[config.mk]
export PLATFORM = sky130hd
export DESIGN_NAME = asp_uart
export DESIGN_NICKNAME = d
export VERILOG_FILES = /design/src/hdl/asp_pkg.sv /design/src/hdl/asp_baud_timer.sv /design/src/hdl/asp_prescale.sv /design/src/hdl/asp_uart.sv
export SDC_FILE = /design/constraint.sdc
export NUM_CORES = 1
export LEC_CHECK = 0
export ABC_AREA = 1
export BUFFER_PORTS_ARGS = -buffer_cell sky130_fd_sc_hd__buf_2
export CORE_MARGIN = 2
export CORE_UTILIZATION = 52
export DETAILED_ROUTE_END_ITERATION = 7
export PLACE_DENSITY = 0.8
export SYNTH_ARGS = -nofsm -noshare
export SYNTH_HDL_FRONTEND = slang
export SYNTH_SLANG_ARGS = --single-unit
export TNS_END_PERCENT = 100
[constraint.sdc]
create_clock -name pclk -period 1.5 [get_ports pclk]
set_input_delay 0.15 -clock pclk [delete_from_list [all_inputs] [get_ports pclk]]
set_output_delay 0.15 -clock pclk [all_outputs]
set_load 0.02 [all_outputs]
[src/hdl/asp_pkg.sv]
// Shared constants and types of the asynchronous serial port
package asp_pkg;
	// Register byte addresses
	localparam logic [7:0] ADDR_CTRL  = 8'h00;
	localparam logic [7:0] ADDR_DATA  = 8'h04;
	localparam logic [7:0] ADDR_CFG   = 8'h08;
	localparam logic [7:0] ADDR_STAT  = 8'h0C;
	// Control register bit positions
	localparam int BIT_MODE  = 7;
	localparam int BIT_ONE   = 6;
	localparam int BIT_MCE   = 5;
	localparam int BIT_REN   = 4;
	localparam int BIT_TB8   = 3;
	localparam int BIT_RB8   = 2;
	localparam int BIT_TI    = 1;
	localparam int BIT_RI    = 0;
	// Configuration register fields
	localparam int BIT_IRQEN = 0;
	localparam int BIT_TEN   = 1;
	localparam int SEL_LO    = 2;
	localparam int SEL_HI    = 4;
	localparam int RLD_LO    = 8;
	localparam int RLD_HI    = 15;
	// Status register bit positions
	localparam int BIT_TXBSY = 0;
	localparam int BIT_RXBSY = 1;
	// Baud timer clock sources
	localparam logic [2:0] SEL_DIV4  = 3'h0;
	localparam logic [2:0] SEL_DIV12 = 3'h1;
	localparam logic [2:0] SEL_DIV48 = 3'h2;
	localparam logic [2:0] SEL_OSC8  = 3'h3;
	localparam logic [2:0] SEL_EXT   = 3'h4;
	// Prescale terminal counts (divide minus one)
	localparam logic [5:0] LAST_DIV4  = 6'h03;
	localparam logic [5:0] LAST_DIV12 = 6'h0B;
	localparam logic [5:0] LAST_DIV48 = 6'h2F;
	localparam logic [2:0] LAST_OSC8  = 3'h7;
	// Timer overflow value and last data bit index
	localparam logic [7:0] TMR_TOP    = 8'hFF;
	localparam logic [2:0] LAST_BIT   = 3'h7;
	localparam logic [7:0] RST_BYTE   = 8'h00;
	localparam logic [31:0] RST_WORD  = 32'h0000_0000;
	// Serial frame sequence states
	typedef enum logic [2:0] {ST_IDLE, ST_START, ST_DATA, ST_NINTH, ST_STOP} asp_seq_t;
	// Baud generator configuration
	typedef struct packed {
		logic       timer_en;  // Timer runs
		logic [2:0] clk_sel;   // Timer clock source
		logic [7:0] reload;    // Auto-reload byte
	} asp_baud_cfg_t;
	// External timer clock pins
	typedef struct packed {
		logic osc;             // External oscillator
		logic count;           // External count input
	} asp_ext_t;
endpackage

[src/hdl/asp_baud_timer.sv]
// Transmit timer and private receive timer with halving
`timescale 1ns/1ps
module asp_baud_timer (
	// Clock and reset
	input  wire logic                   pclk,
	input  wire logic                   presetn,
	// Configuration and timer clock
	input  wire asp_pkg::asp_baud_cfg_t cfg,
	input  wire logic                   tick,
	input  wire logic                   rx_restart,
	// Bit rate pulses
	output logic                        tx_bit,
	output logic                        rx_bit
);
	// Channel 0 transmits, channel 1 receives
	typedef struct packed {
		logic [1:0][7:0] cnt;   // Low byte counters
		logic [1:0]      half;  // Overflow halvers
		logic [1:0]      bit_p; // Registered bit pulses
	} asp_bt_st_t;
	asp_bt_st_t st_reg, st_next;

	// Counting, reloading and halving per channel
	always_comb begin
		st_next = st_reg;
		st_next.bit_p = 2'b00;
		for (int ch = 0; ch < 2; ch++) begin
			if (ch == 1 && rx_restart) begin
				// Start seen: realign receive timing
				st_next.cnt[ch] = cfg.reload;
				st_next.half[ch] = 1'b0;
			end else if (cfg.timer_en && tick) begin
				// Both counters share one reload byte
				if (st_reg.cnt[ch] == asp_pkg::TMR_TOP) begin
					st_next.cnt[ch] = cfg.reload;
					st_next.half[ch] = !st_reg.half[ch];
					// Every second overflow is one bit
					st_next.bit_p[ch] = (ch == 0) ? st_reg.half[ch] : !st_reg.half[ch];
				end else begin
					st_next.cnt[ch] = st_reg.cnt[ch] + 8'h01;
				end
			end
		end
	end

	// State register
	always_ff @(posedge pclk or negedge presetn) begin
		if (!presetn) begin
			st_reg <= '0;
		end else begin
			st_reg <= st_next;
		end
	end

	assign tx_bit = st_reg.bit_p[0];
	assign rx_bit = st_reg.bit_p[1];
endmodule

[src/hdl/asp_prescale.sv]
// Baud timer clock source selection and prescaling
`timescale 1ns/1ps
module asp_prescale (
	// Clock and reset
	input  wire logic               pclk,
	input  wire logic               presetn,
	// Selection and pins
	input  wire asp_pkg::asp_baud_cfg_t cfg,
	input  wire asp_pkg::asp_ext_t  ext,
	// Timer clock pulse
	output logic                    tick
);
	// Module state
	typedef struct packed {
		logic [5:0] cnt;       // System clock divider
		logic [2:0] osc_cnt;   // Oscillator edge divider
		logic       osc_prev;  // Oscillator last level
		logic       cnt_prev;  // Count input last level
		logic       tick;      // Registered pulse
	} asp_pre_st_t;
	asp_pre_st_t st_reg, st_next;
	logic [5:0]  last;         // Active terminal count

	// Next state of the dividers
	always_comb begin
		st_next = st_reg;
		st_next.tick = 1'b0;
		st_next.osc_prev = ext.osc;
		st_next.cnt_prev = ext.count;
		case (cfg.clk_sel)
			asp_pkg::SEL_DIV12: last = asp_pkg::LAST_DIV12;
			asp_pkg::SEL_DIV48: last = asp_pkg::LAST_DIV48;
			default:            last = asp_pkg::LAST_DIV4;
		endcase
		case (cfg.clk_sel)
			// Oscillator rising edges, one pulse per eight
			asp_pkg::SEL_OSC8: begin
				if (ext.osc && !st_reg.osc_prev) begin
					st_next.osc_cnt = st_reg.osc_cnt + 3'h1;
					st_next.tick = (st_reg.osc_cnt == asp_pkg::LAST_OSC8);
				end
			end
			// Each rising edge of the count input
			asp_pkg::SEL_EXT: st_next.tick = ext.count && !st_reg.cnt_prev;
			// System clock division
			default: begin
				if (st_reg.cnt >= last) begin
					st_next.cnt = 6'h00;
					st_next.tick = 1'b1;
				end else begin
					st_next.cnt = st_reg.cnt + 6'h01;
				end
			end
		endcase
	end

	// State register
	always_ff @(posedge pclk or negedge presetn) begin
		if (!presetn) begin
			st_reg <= '0;
		end else begin
			st_reg <= st_next;
		end
	end

	assign tick = st_reg.tick;
endmodule

[src/hdl/asp_uart.sv]
// Serial port top: APB registers, transmitter and receiver
// How it works
// - Data writes transmit, reads return receive buffer
// - Receive shifter separate from software buffer
// - Flags raise interrupt; only software clears
// - Timer low byte and hidden copy time bits
// - Each timer overflow stream halved into bits
// - Receive copy runs with timer, same reload
// - Start bit reloads the receive copy
// - Timer clock: system_clock/4,/12,/48, osc/8, pin
// - Overflow rate is clock over 256-reload
// - Mode bit picks 8-bit or 9-bit frames
// - 8-bit frame: start, eight LSB-first, stop
// - 8-bit mode stores stop bit as ninth
// - Data write starts; done flag at stop
// - Reception only while receive enable set
// - 8-bit accept: flag clear, filter needs stop
// - Overrun keeps first byte, drops later ones
// - 9-bit frame adds software ninth bit
// - 9-bit mode stores ninth, ignores stop
// - 9-bit accept: flag clear, filter needs ninth
`timescale 1ns/1ps
module asp_uart (
	// Clock and reset
	input  wire logic        pclk,
	input  wire logic        presetn,
	// APB slave
	input  wire logic        psel,
	input  wire logic        penable,
	input  wire logic        pwrite,
	input  wire logic [7:0]  paddr,
	input  wire logic [31:0] pwdata,
	output logic             pready,
	output logic [31:0]      prdata,
	output logic             pslverr,
	// Serial lines
	input  wire logic        serial_rx_line,
	output logic             serial_tx_line,
	// Timer clock pins
	input  wire logic        ext_osc_in,
	input  wire logic        external_count_input,
	// Interrupt request
	output logic             uart_irq
);
	// Whole module state
	typedef struct packed {
		logic               pready;       // Access phase answer
		logic               pslverr;      // Unmapped address
		logic [31:0]        prdata;       // Read data
		logic               irq;          // Interrupt output
		logic               frame_mode_select;     // 9-bit frames
		logic               address_filter_enable; // Address filter
		logic               rx_enable_bit; // Receiver enable
		logic               ninth_tx_bit; // Ninth bit to send
		logic               ninth_rx_bit; // Ninth bit received
		logic               tx_done_flag; // Transmit done
		logic               rx_done_flag; // Receive done
		logic               irq_en;       // Interrupt enable
		asp_pkg::asp_baud_cfg_t bcfg;     // Baud timer setup
		logic               txd;          // Transmit line
		asp_pkg::asp_seq_t  tx_state;     // Transmit sequence
		logic [2:0]         tx_cnt;       // Transmit bit index
		logic [7:0]         tx_shift;     // Transmit shifter
		logic               tx_pend;      // Byte waiting to go
		asp_pkg::asp_seq_t  rx_state;     // Receive sequence
		logic [2:0]         rx_cnt;       // Receive bit index
		logic [7:0]         rx_shift;     // Receive shifter
		logic               rx_nine;      // Received ninth bit
		logic               rx_prev;      // Last line level
		logic [7:0]         rx_buf;       // Software receive buffer
	} asp_st_t;
	asp_st_t st_reg, st_next;

	logic           tick;           // Timer clock pulse
	logic           tx_bit;         // Transmit bit time
	logic           rx_bit;         // Receive sample time
	logic           rx_restart;     // Start bit seen
	logic           acc_first;      // First access cycle
	logic           commit;         // Transfer completes
	logic           wr;             // Committed write
	logic           tx_done_set;    // Hardware sets transmit flag
	logic           rx_done_set;    // Hardware sets receive flag
	logic           rx_keybit;      // Bit checked by the filter
	logic           rx_accept;      // Frame goes to the buffer
	asp_pkg::asp_ext_t ext;         // Timer pin group

	assign ext = '{osc: ext_osc_in, count: external_count_input};

	// Timer clock source
	asp_prescale u_pre (
		.pclk    (pclk),
		.presetn (presetn),
		.cfg     (st_reg.bcfg),
		.ext     (ext),
		.tick    (tick)
	);

	// Transmit and receive bit timing
	asp_baud_timer u_baud (
		.pclk       (pclk),
		.presetn    (presetn),
		.cfg        (st_reg.bcfg),
		.tick       (tick),
		.rx_restart (rx_restart),
		.tx_bit     (tx_bit),
		.rx_bit     (rx_bit)
	);

	// Bus phase decode
	assign acc_first = psel && penable && !st_reg.pready;
	assign commit    = psel && penable && st_reg.pready;
	assign wr        = commit && pwrite && !st_reg.pslverr;

	// Next state of the whole block
	always_comb begin
		st_next = st_reg;
		tx_done_set = 1'b0;
		rx_done_set = 1'b0;
		rx_restart = 1'b0;
		rx_keybit = 1'b0;
		rx_accept = 1'b0;
		st_next.rx_prev = serial_rx_line;

		// Bus answer: one wait cycle, then pready
		st_next.pready = acc_first;
		if (acc_first) begin
			st_next.pslverr = 1'b0;
			st_next.prdata = asp_pkg::RST_WORD;
			case (paddr)
				// Control bits, unused bit reads one
				asp_pkg::ADDR_CTRL: begin
					st_next.prdata[asp_pkg::BIT_MODE] = st_reg.frame_mode_select;
					st_next.prdata[asp_pkg::BIT_ONE]  = 1'b1;
					st_next.prdata[asp_pkg::BIT_MCE]  = st_reg.address_filter_enable;
					st_next.prdata[asp_pkg::BIT_REN]  = st_reg.rx_enable_bit;
					st_next.prdata[asp_pkg::BIT_TB8]  = st_reg.ninth_tx_bit;
					st_next.prdata[asp_pkg::BIT_RB8]  = st_reg.ninth_rx_bit;
					st_next.prdata[asp_pkg::BIT_TI]   = st_reg.tx_done_flag;
					st_next.prdata[asp_pkg::BIT_RI]   = st_reg.rx_done_flag;
				end
				// Reads see only the receive buffer
				asp_pkg::ADDR_DATA: st_next.prdata[7:0] = st_reg.rx_buf;
				// Timer setup and interrupt enable
				asp_pkg::ADDR_CFG: begin
					st_next.prdata[asp_pkg::BIT_IRQEN] = st_reg.irq_en;
					st_next.prdata[asp_pkg::BIT_TEN]   = st_reg.bcfg.timer_en;
					st_next.prdata[asp_pkg::SEL_HI:asp_pkg::SEL_LO] = st_reg.bcfg.clk_sel;
					st_next.prdata[asp_pkg::RLD_HI:asp_pkg::RLD_LO] = st_reg.bcfg.reload;
				end
				// Sequencer activity
				asp_pkg::ADDR_STAT: begin
					st_next.prdata[asp_pkg::BIT_TXBSY] = (st_reg.tx_state != asp_pkg::ST_IDLE)
						|| st_reg.tx_pend;
					st_next.prdata[asp_pkg::BIT_RXBSY] = (st_reg.rx_state != asp_pkg::ST_IDLE);
				end
				// Unmapped address
				default: st_next.pslverr = 1'b1;
			endcase
		end else if (commit) begin
			st_next.pslverr = 1'b0;
		end

		// Register writes take effect at the completing edge
		if (wr) begin
			case (paddr)
				// Control register
				asp_pkg::ADDR_CTRL: begin
					st_next.frame_mode_select     = pwdata[asp_pkg::BIT_MODE];
					st_next.address_filter_enable = pwdata[asp_pkg::BIT_MCE];
					st_next.rx_enable_bit         = pwdata[asp_pkg::BIT_REN];
					st_next.ninth_tx_bit          = pwdata[asp_pkg::BIT_TB8];
					st_next.ninth_rx_bit          = pwdata[asp_pkg::BIT_RB8];
					st_next.tx_done_flag          = pwdata[asp_pkg::BIT_TI];
					st_next.rx_done_flag          = pwdata[asp_pkg::BIT_RI];
				end
				// Writes go to the transmitter only
				asp_pkg::ADDR_DATA: begin
					if (st_reg.tx_state == asp_pkg::ST_IDLE && !st_reg.tx_pend) begin
						st_next.tx_shift = pwdata[7:0];
						st_next.tx_pend = 1'b1;
					end
				end
				// Timer setup
				asp_pkg::ADDR_CFG: begin
					st_next.irq_en        = pwdata[asp_pkg::BIT_IRQEN];
					st_next.bcfg.timer_en = pwdata[asp_pkg::BIT_TEN];
					st_next.bcfg.clk_sel  = pwdata[asp_pkg::SEL_HI:asp_pkg::SEL_LO];
					st_next.bcfg.reload   = pwdata[asp_pkg::RLD_HI:asp_pkg::RLD_LO];
				end
				// Status is read only
				default: ;
			endcase
		end

		// Transmit sequence, one step per bit time
		if (tx_bit) begin
			case (st_reg.tx_state)
				// Start bit drives the line low
				asp_pkg::ST_IDLE: begin
					if (st_reg.tx_pend) begin
						st_next.txd = 1'b0;
						st_next.tx_pend = 1'b0;
						st_next.tx_state = asp_pkg::ST_START;
					end
				end
				// First data bit, least significant
				asp_pkg::ST_START: begin
					st_next.txd = st_reg.tx_shift[0];
					st_next.tx_shift = {1'b0, st_reg.tx_shift[7:1]};
					st_next.tx_cnt = 3'h0;
					st_next.tx_state = asp_pkg::ST_DATA;
				end
				// Remaining data bits
				asp_pkg::ST_DATA: begin
					if (st_reg.tx_cnt == asp_pkg::LAST_BIT) begin
						if (st_reg.frame_mode_select) begin
							// Software ninth bit
							st_next.txd = st_reg.ninth_tx_bit;
							st_next.tx_state = asp_pkg::ST_NINTH;
						end else begin
							// Stop bit begins: done flag
							st_next.txd = 1'b1;
							tx_done_set = 1'b1;
							st_next.tx_state = asp_pkg::ST_STOP;
						end
					end else begin
						st_next.txd = st_reg.tx_shift[0];
						st_next.tx_shift = {1'b0, st_reg.tx_shift[7:1]};
						st_next.tx_cnt = st_reg.tx_cnt + 3'h1;
					end
				end
				// Stop bit after the ninth
				asp_pkg::ST_NINTH: begin
					st_next.txd = 1'b1;
					tx_done_set = 1'b1;
					st_next.tx_state = asp_pkg::ST_STOP;
				end
				// Stop bit ends, line stays high
				asp_pkg::ST_STOP: st_next.tx_state = asp_pkg::ST_IDLE;
				default: begin
					st_next.txd = 1'b1;
					st_next.tx_state = asp_pkg::ST_IDLE;
				end
			endcase
		end

		// Receive start detection, falling edge when enabled
		if (st_reg.rx_state == asp_pkg::ST_IDLE) begin
			if (st_reg.rx_enable_bit && st_reg.bcfg.timer_en && st_reg.rx_prev && !serial_rx_line) begin
				rx_restart = 1'b1;
				st_next.rx_state = asp_pkg::ST_START;
			end
		end else if (rx_bit) begin
			case (st_reg.rx_state)
				// Mid start bit: must still be low
				asp_pkg::ST_START: begin
					st_next.rx_cnt = 3'h0;
					st_next.rx_state = serial_rx_line ? asp_pkg::ST_IDLE : asp_pkg::ST_DATA;
				end
				// Shifter fills while the buffer holds the old byte
				asp_pkg::ST_DATA: begin
					st_next.rx_shift = {serial_rx_line, st_reg.rx_shift[7:1]};
					st_next.rx_cnt = st_reg.rx_cnt + 3'h1;
					if (st_reg.rx_cnt == asp_pkg::LAST_BIT) begin
						st_next.rx_state = st_reg.frame_mode_select ? asp_pkg::ST_NINTH : asp_pkg::ST_STOP;
					end
				end
				// Ninth data bit
				asp_pkg::ST_NINTH: begin
					st_next.rx_nine = serial_rx_line;
					st_next.rx_state = asp_pkg::ST_STOP;
				end
				// Stop sample decides acceptance
				asp_pkg::ST_STOP: begin
					// Stop bit in 8-bit mode, ninth in 9-bit
					rx_keybit = st_reg.frame_mode_select ? st_reg.rx_nine : serial_rx_line;
					// Flag clear, filter passes
					rx_accept = !st_reg.rx_done_flag && (!st_reg.address_filter_enable || rx_keybit);
					if (rx_accept) begin
						st_next.rx_buf = st_reg.rx_shift;
						st_next.ninth_rx_bit = rx_keybit;
						rx_done_set = 1'b1;
					end
					// Otherwise first byte kept, frame lost
					st_next.rx_state = asp_pkg::ST_IDLE;
				end
				default: st_next.rx_state = asp_pkg::ST_IDLE;
			endcase
		end

		// Hardware set wins over a software clear
		if (tx_done_set) begin
			st_next.tx_done_flag = 1'b1;
		end
		if (rx_done_set) begin
			st_next.rx_done_flag = 1'b1;
		end
		// Interrupt follows the flags while enabled
		st_next.irq = st_reg.irq_en && (st_reg.tx_done_flag || st_reg.rx_done_flag);
	end

	// State register with reset values
	always_ff @(posedge pclk or negedge presetn) begin
		if (!presetn) begin
			st_reg <= '0;
			st_reg.txd <= 1'b1;
			st_reg.rx_prev <= 1'b1;
		end else begin
			st_reg <= st_next;
		end
	end

	// Outputs straight from the state register
	assign pready         = st_reg.pready;
	assign prdata         = st_reg.prdata;
	assign pslverr        = st_reg.pslverr;
	assign serial_tx_line = st_reg.txd;
	assign uart_irq       = st_reg.irq;
endmodule
==> flow_summary.yaml, run 1 <==
layout:
  design_area_um2: 7096
  final_nets: 870
  final_core_util_pct: 62.68
  area_delta_synth_final_pct: 18.22
  largest_register_ffs: 59
  drive_above_1_share_pct: 27.12
  antenna_cells: 0
die:
  num_io_pins: 84
  die_area_um2: 12420
  die_w_um: 111.4
  die_h_um: 111.4
  start_util_pct: 53.02
  coreArea_um2: 11320
  fp-row-count: 39
routing:
  wirelength_mm: 13.81
  drtPass1Iterations: 5
  vias: 5053
  vias_per_cell: 5.275
  remaining_drc_errors: 0
  ant_nets: 0
  drt-wirelength-per-cell_um: 14.41
  drt_iter0_drc: 390
setup_path:
  cp_slowest_cell: "dfrtp_1"
  cp_max_fo: 5
  cp_data_arrival_time_ps: 1920
  ff2ff_setup_slack_ps: -150
  end_kind: "flip-flop"
  timing_worst_setup_path_type: "flip-flop to flip-flop"
  crit_buf_inv: 2
  regToRegEndpoint: "u_pre.tick"
  worst_r2r_path_depth: 8
  startpoint_type: "flip-flop"
  worstReg2RegStart: "st_reg[48]"
  cp_cell_sequence: "inv_2 -> nand3_2 -> ha_1 -> nand3_1 -> nor2_2 -> nor2_4 -> buf_4 -> o21ai_0"
  crit_family: "simple AND/OR/NAND/NOR gates"
  crit_cells: 8
  max_stage_delay_ps: 430
  crit_required_ps: 1770
logic_synthesis:
  ys_seq_elements: 111
  ys_seq_area_share_pct: 46.32
  synth_ff_type: "dfrtp_1"
  yosysWarningCount: 0
  netlist_area_um2: 6002
  yosysUniqueCellTypes: 40
  synth.avg_cell_area_um2: 8.267
  synthCells: 726
  synth-edff-count: 0
  async_reset_ff_share_pct: 100.0
placement:
  io_buffers: 51
  dpl_cell_area_um2: 6470
  dp_hpwl_mm: 9.823
  place.gp.congestion: 0.8232
cts:
  cts-root-buf: "clkbuf_16"
  h-tree-depth: 3
  ctsLongestPathBuffers: 2
  clock_sinks: 111
  cts_tree: "yes"
  cts_buffers: 9
  clk_pin_slew_ps: 70
  clk_latency_ps: 350
sta:
  worst_pin_slew_ps: 551.3
  holdWs_ps: 38.68
  setup_tns_ps: -807.9
  min_period_ps: 1650
  final-hold-violation-count: 0
  finalWorstSetupSlack_ps: -149.6
  finalMaxSlewViolations: 0
  relSlewSlack_pct: 63.21
  rsz0062_at_grt: "true"
  fin_crit_sh_pct: 110.0
  fin_skew_ps: 5.921
  max_freq_mhz: 606.2
  setup_violations: 7
run:
  maxCapViolCount: 0
grt:
  grt_pass1_wl_mm: 22.69
  overflow: 0
  grt.total_usage_pct: 22.36
  grt_pass1_vias: 4793
  antenna_found_initial: 0
  grt_max_degree: 49
power:
  p_total_mw: 6.746
  p_leak_nw: 3.771
  p_per_area_nw_per_um2: 950.8
  ir_drop_uv: 761.7
outcome:
  status: "finished with violations"
  failed_checks: "negative setup slack"
hold_path:
  hp-start: "pwdata[13]"
  holdCritPathClass: "input port to flip-flop"
  worstHoldPathCells: 3
  hold_end: "st_reg[45]"
## final cells by class
cell class	count	area (um2)
Clock buffer	10	239.0
Clock inverter	6	107.6
Fill cell	939	4225
Inverter	80	302.8
Multi-Input combinational cell	508	2793
Sequential cell	111	2781
Tap cell	143	178.9
Timing Repair Buffer	100	693.2
## routing by layer
metal / GRT usage (%) / up-vias / wire length [um]
li1: - / 2444 / -
met1: 29.15 / 2425 / 6033
met2: 38.29 / 158 / 6824
met3: 4.627 / 26 / 654
met4: 5.926 / 0 / 295
met5: 0 / - / 0
## cell usage after synthesis, types with 6 or more instances
cell type	number	area, um2
nand2_2	14	87.58
inv_1	70	262.8
nand2_1	212	795.8
nor2_2	10	62.56
ha_1	12	150.1
inv_2	9	33.78
o21ai_0	25	125.1
xor2_1	10	87.58
a21oi_1	12	60.06
buf_4	34	255.2
buf_6	6	67.56
nand3_2	10	100.1
nor2_1	37	138.9
o21ai_1	19	95.09
dfrtp_1	109	2728
a21oi_2	6	52.55
nand3_1	77	385.4
o21ai_2	10	87.58
## power by group
group / internal [mW] / total (mW) / switching (mW)
clock network: 1.67 / 2.76 / 1.08
registers: 3.08 / 3.16 / 0.0754
logic: 0.334 / 0.834 / 0.501
total: 5.09 / 6.75 / 1.66
## timing repair
item / CTS / global route
endpoints found under the setup margin: 14 / 44
resized for setup: 7 / 36
gates cloned: 0 / 1
endpoints found under the hold margin: 27 / 0
pin swaps: 3 / 16
setup buffers: 4 / 7
hold buffers: 4 / 0
## worst max-delay path by stage
stage / start / endpoint / slack [ps]
finish: st_reg[48] / u_pre.tick / -150
global route: st_reg[48] / u_pre.tick / -240
CTS: st_reg[49] / u_pre.st_reg[6] / -140
detailed placement: st_reg[48] / u_pre.st_reg[11] / -180
global placement: st_reg[48] / u_pre.st_reg[11] / -60
floorplan: st_reg[33] / st_reg[27] / 10
## placed cells by master (no fill, tap or decap), types with 12 or more instances in the layout
| cell type | synthesis | routed |
|---|---|---|
| nor2_1 | 37 | 32 |
| o21ai_1 | 19 | 20 |
| o21ai_2 | 10 | 12 |
| nand2_2 | 14 | 23 |
| nand3_1 | 77 | 73 |
| buf_2 | 3 | 50 |
| o21ai_0 | 25 | 22 |
| nand2_1 | 212 | 202 |
| dfrtp_1 | 109 | 108 |
| conb_1 | 1 | 16 |
| nand3_2 | 10 | 13 |
| inv_1 | 70 | 67 |
| buf_4 | 34 | 40 |
## logic make-up after synthesis
kind of cell | share of synthesized area (%)
fa+ha+maj | 2.501
xor+xnor | 1.751
compound gates | 8.401
other cells | 0.06248
flops | 46.32
buf+inv | 10.63
simple gates | 29.96
mux | 0.3752
## worst register-to-register path, cell delays in order (launching register included)
cell and delay, ps:
dfrtp_1 430, inv_2 100, nand3_2 120, ha_1 300
nand3_1 90, nor2_2 180, nor2_4 80, buf_4 130
o21ai_0 140
## per-stage QoR
step,setup WS [ps],instances
after floorplan,14.60,741
after global placement,-59.06,926
after detailed placement,-178.9,926
after CTS,-143.2,950
after global routing,-237.5,958
final,-149.6,958
No activity file was read; power rests on OpenSTA's default activity.
==> inputs of run 2 (changes only) <==
- CAP_MARGIN: not set -> 20
- SLEW_MARGIN: not set -> 25
- SYNTH_HIERARCHICAL: not set -> 1
==> flow_summary.yaml, run 2 <==
outcome:
  status: "finished with violations"
  failed_checks: "negative setup slack"
logic_synthesis:
  yosysMostFrequentCell: "nand2_1"
  synth.avg_cell_area_um2: 8.099
  ys_seq_area_share_pct: 46.26
  ys_top_cells_by_count: "nand2_1, dfrtp_1, inv_1"
  synthAdderAreaFrac_pct: 2.498
  yosysUniqueCellTypes: 47
  synth_ff_type: "dfrtp_1"
  async_reset_ff_share_pct: 100.0
  netlist_area_um2: 6010
  muxShareOfSynthArea_pct: 0
  synthCells: 742
  synth_compound_area_share_pct: 10.24
  synth_simple_gate_area_share_pct: 28.98
  synth_xor_area_share_pct: 0.4372
  synth-edff-count: 0
  synth_area_leader_cell: "dfrtp_1"
  synth_top_family_by_area: "simple AND/OR/NAND/NOR gates"
  yosysWarningCount: 6
  ys_seq_elements: 111
  yosys.area.top_type_share_pct: 45.39
  synthTopCellsByArea: "dfrtp_1, nand2_1, inv_1, nand3_1, o21ai_0"
setup_path:
  cp_common_cell: "nand2_1"
  crit_buf_inv: 0
  cp_max_fo: 4
  crit_required_ps: 1790
  worstReg2RegStart: "st_reg[49]"
  max_stage_delay_ps: 410
  timing_worst_setup_path_type: "flip-flop to flip-flop"
  crit_family: "simple AND/OR/NAND/NOR gates"
  startpoint_type: "flip-flop"
  end_kind: "flip-flop"
  startpoint: "st_reg[49]"
  cp_cell_sequence: "nand2_1 -> nand2_1 -> o21bai_1 -> ha_1 -> nand2_1 -> nand2_1 -> nand2_1 -> nand3_2 -> nor2_1 -> nand2_1 -> nand2_1"
  cp_data_arrival_time_ps: 1870
  cp_slowest_cell: "dfrtp_1"
cts:
  cts_buffers: 9
  clk_latency_ps: 350
  cts_tree: "yes"
  cts-root-buf: "clkbuf_16"
  ctsLongestPathBuffers: 2
  clk_pin_slew_ps: 70
  clock_sinks: 111
  h-tree-depth: 3
hold_path:
  holdCritPathClass: "input port to flip-flop"
  hp-start: "pwdata[8]"
power:
  ir_drop_uv: 1055
  p_leak_nw: 3.731
  p_per_area_nw_per_um2: 1111
grt:
  grt_pass1_vias: 4679
  antenna_found_initial: 0
  grt.total_usage_pct: 22.38
  overflow: 0
  grt_max_degree: 42
  grt_pass1_wl_mm: 22.31
routing:
  drt-wirelength-per-cell_um: 14.30
  remaining_drc_errors: 0
  drt_iter0_drc: 355
  vias: 5123
  vias_per_cell: 5.238
  ant_nets: 0
  drtPass1Iterations: 5
  wirelength_mm: 13.99
placement:
  dp_hpwl_mm: 9.569
  place.gp.congestion: 0.9090
  io_buffers: 51
sta:
  max_freq_mhz: 632.8
  rsz0062_at_grt: "true"
  finalMaxSlewViolations: 0
  relSlewSlack_pct: 65.45
  fin_skew_ps: 8.763
  finalWorstSetupSlack_ps: -80.29
  setup_violations: 11
  final-hold-violation-count: 0
  worst_pin_slew_ps: 517.6
  min_period_ps: 1580
  fin_crit_sh_pct: 105.4
  holdWs_ps: 3.962
layout:
  final_common_cell: "nand2_1"
  final_core_util_pct: 63.07
  drive_above_1_share_pct: 24.43
  antenna_cells: 0
  fill_cells: 943
  final_cell_mix: "nand2_1, dfrtp_1, inv_1"
  area_delta_synth_final_pct: 19.32
  final_nets: 891
  largest_register_ffs: 59
run:
  maxCapViolCount: 0
die:
  die_w_um: 111.5
  fp-row-count: 39
  num_io_pins: 84
  start_util_pct: 52.86
  coreArea_um2: 11370
  die_h_um: 111.5
  die_area_um2: 12430
## run 2: changes by cell type after synthesis, sizes merged, moves of 3 or more
cell | previous run | this run
nand3b | 2 | 6
o31ai | 0 | 9
nand2 | 231 | 222
a21oi | 18 | 14
nand4 | 5 | 15
or2 | 0 | 3
clkbuf | 0 | 3
inv | 79 | 90
nand3 | 88 | 63
o21ai | 55 | 69
xor2 | 10 | 1
nor2 | 52 | 59
## run 2: routing by layer
layer / track usage (%) / wire length [um]
met5: 0 / 0
met4: 7.325 / 330
met3: 4.736 / 548
met2: 37.80 / 7037
met1: 28.96 / 6069
## run 2: repair_timing
item | CTS | global route
hold buffers | 5 | 1
pin swaps | 3 | 15
hold endpoints to repair | 96 | 1
buffers inserted | 1 | 5
resized for setup | 7 | 37
setup endpoints to repair | 30 | 45
cloned | 0 | 2
## run 2: through the flow
| step | TNS, ps | setup slack, ps | power (mW) | cells | area [um2] |
|---|---|---|---|---|---|
| global route | -2589 | -227.0 | 8.371 | 978 | 7171 |
| CTS | -458.9 | -76.67 | 7.838 | 970 | 6974 |
| finish | -543.0 | -80.29 | 7.967 | 978 | 7171 |
| global placement | -248.7 | -38.45 | 4.987 | 949 | 6544 |
| detailed placement | -910.8 | -65.49 | 5.036 | 949 | 6544 |
| floorplan | -30.87 | -10.00 | 4.669 | 757 | 6081 |
## run 2: worst paths after layout
check,end,slack [ps],cells past startpoint
worst min-delay path,st_reg[40],4,3
worst max-delay path,u_pre/st_reg[10],-80,11
max in group asynchronous,serial_tx_line,740,3
worst min register to register,prdata[12],480,2
min in group asynchronous,u_pre/st_reg[6],210,2
worst max register to register,u_pre/st_reg[10],-80,11
## run 2: cells by family after synthesis
group	after synthesis
adder cells (fa/ha/maj)	12
AO/OA/AOI/OAI	103
AND/OR/NAND/NOR	374
XOR/XNOR	3
buffers and inverters	138
other	1
flip-flops	111
## run 2: layout make-up
class	count	area [um2]	share of cell area (%)
Clock inverter	5	106.4	1.483
Sequential cell	111	2780	38.77
Timing Repair Buffer	108	757.0	10.56
Clock buffer	10	239.0	3.333
Multi-Input combinational cell	510	2749	38.34
Tap cell	143	178.9	2.495
Inverter	91	360.3	5.025
## run 2: worst register-to-register path, delay by kind of cell (launching register included)
family          cells  cell delay [ps]
compound gates      1              150
simple gates        9              660
fa+ha+maj           1              290
flops               1              410
## run 2: report_power, final
part / total, mW / switching (mW) / internal (mW)
combinational: 1.73 / 1.09 / 0.635
clock: 2.76 / 1.09 / 1.67
sequential: 3.48 / 0.239 / 3.24
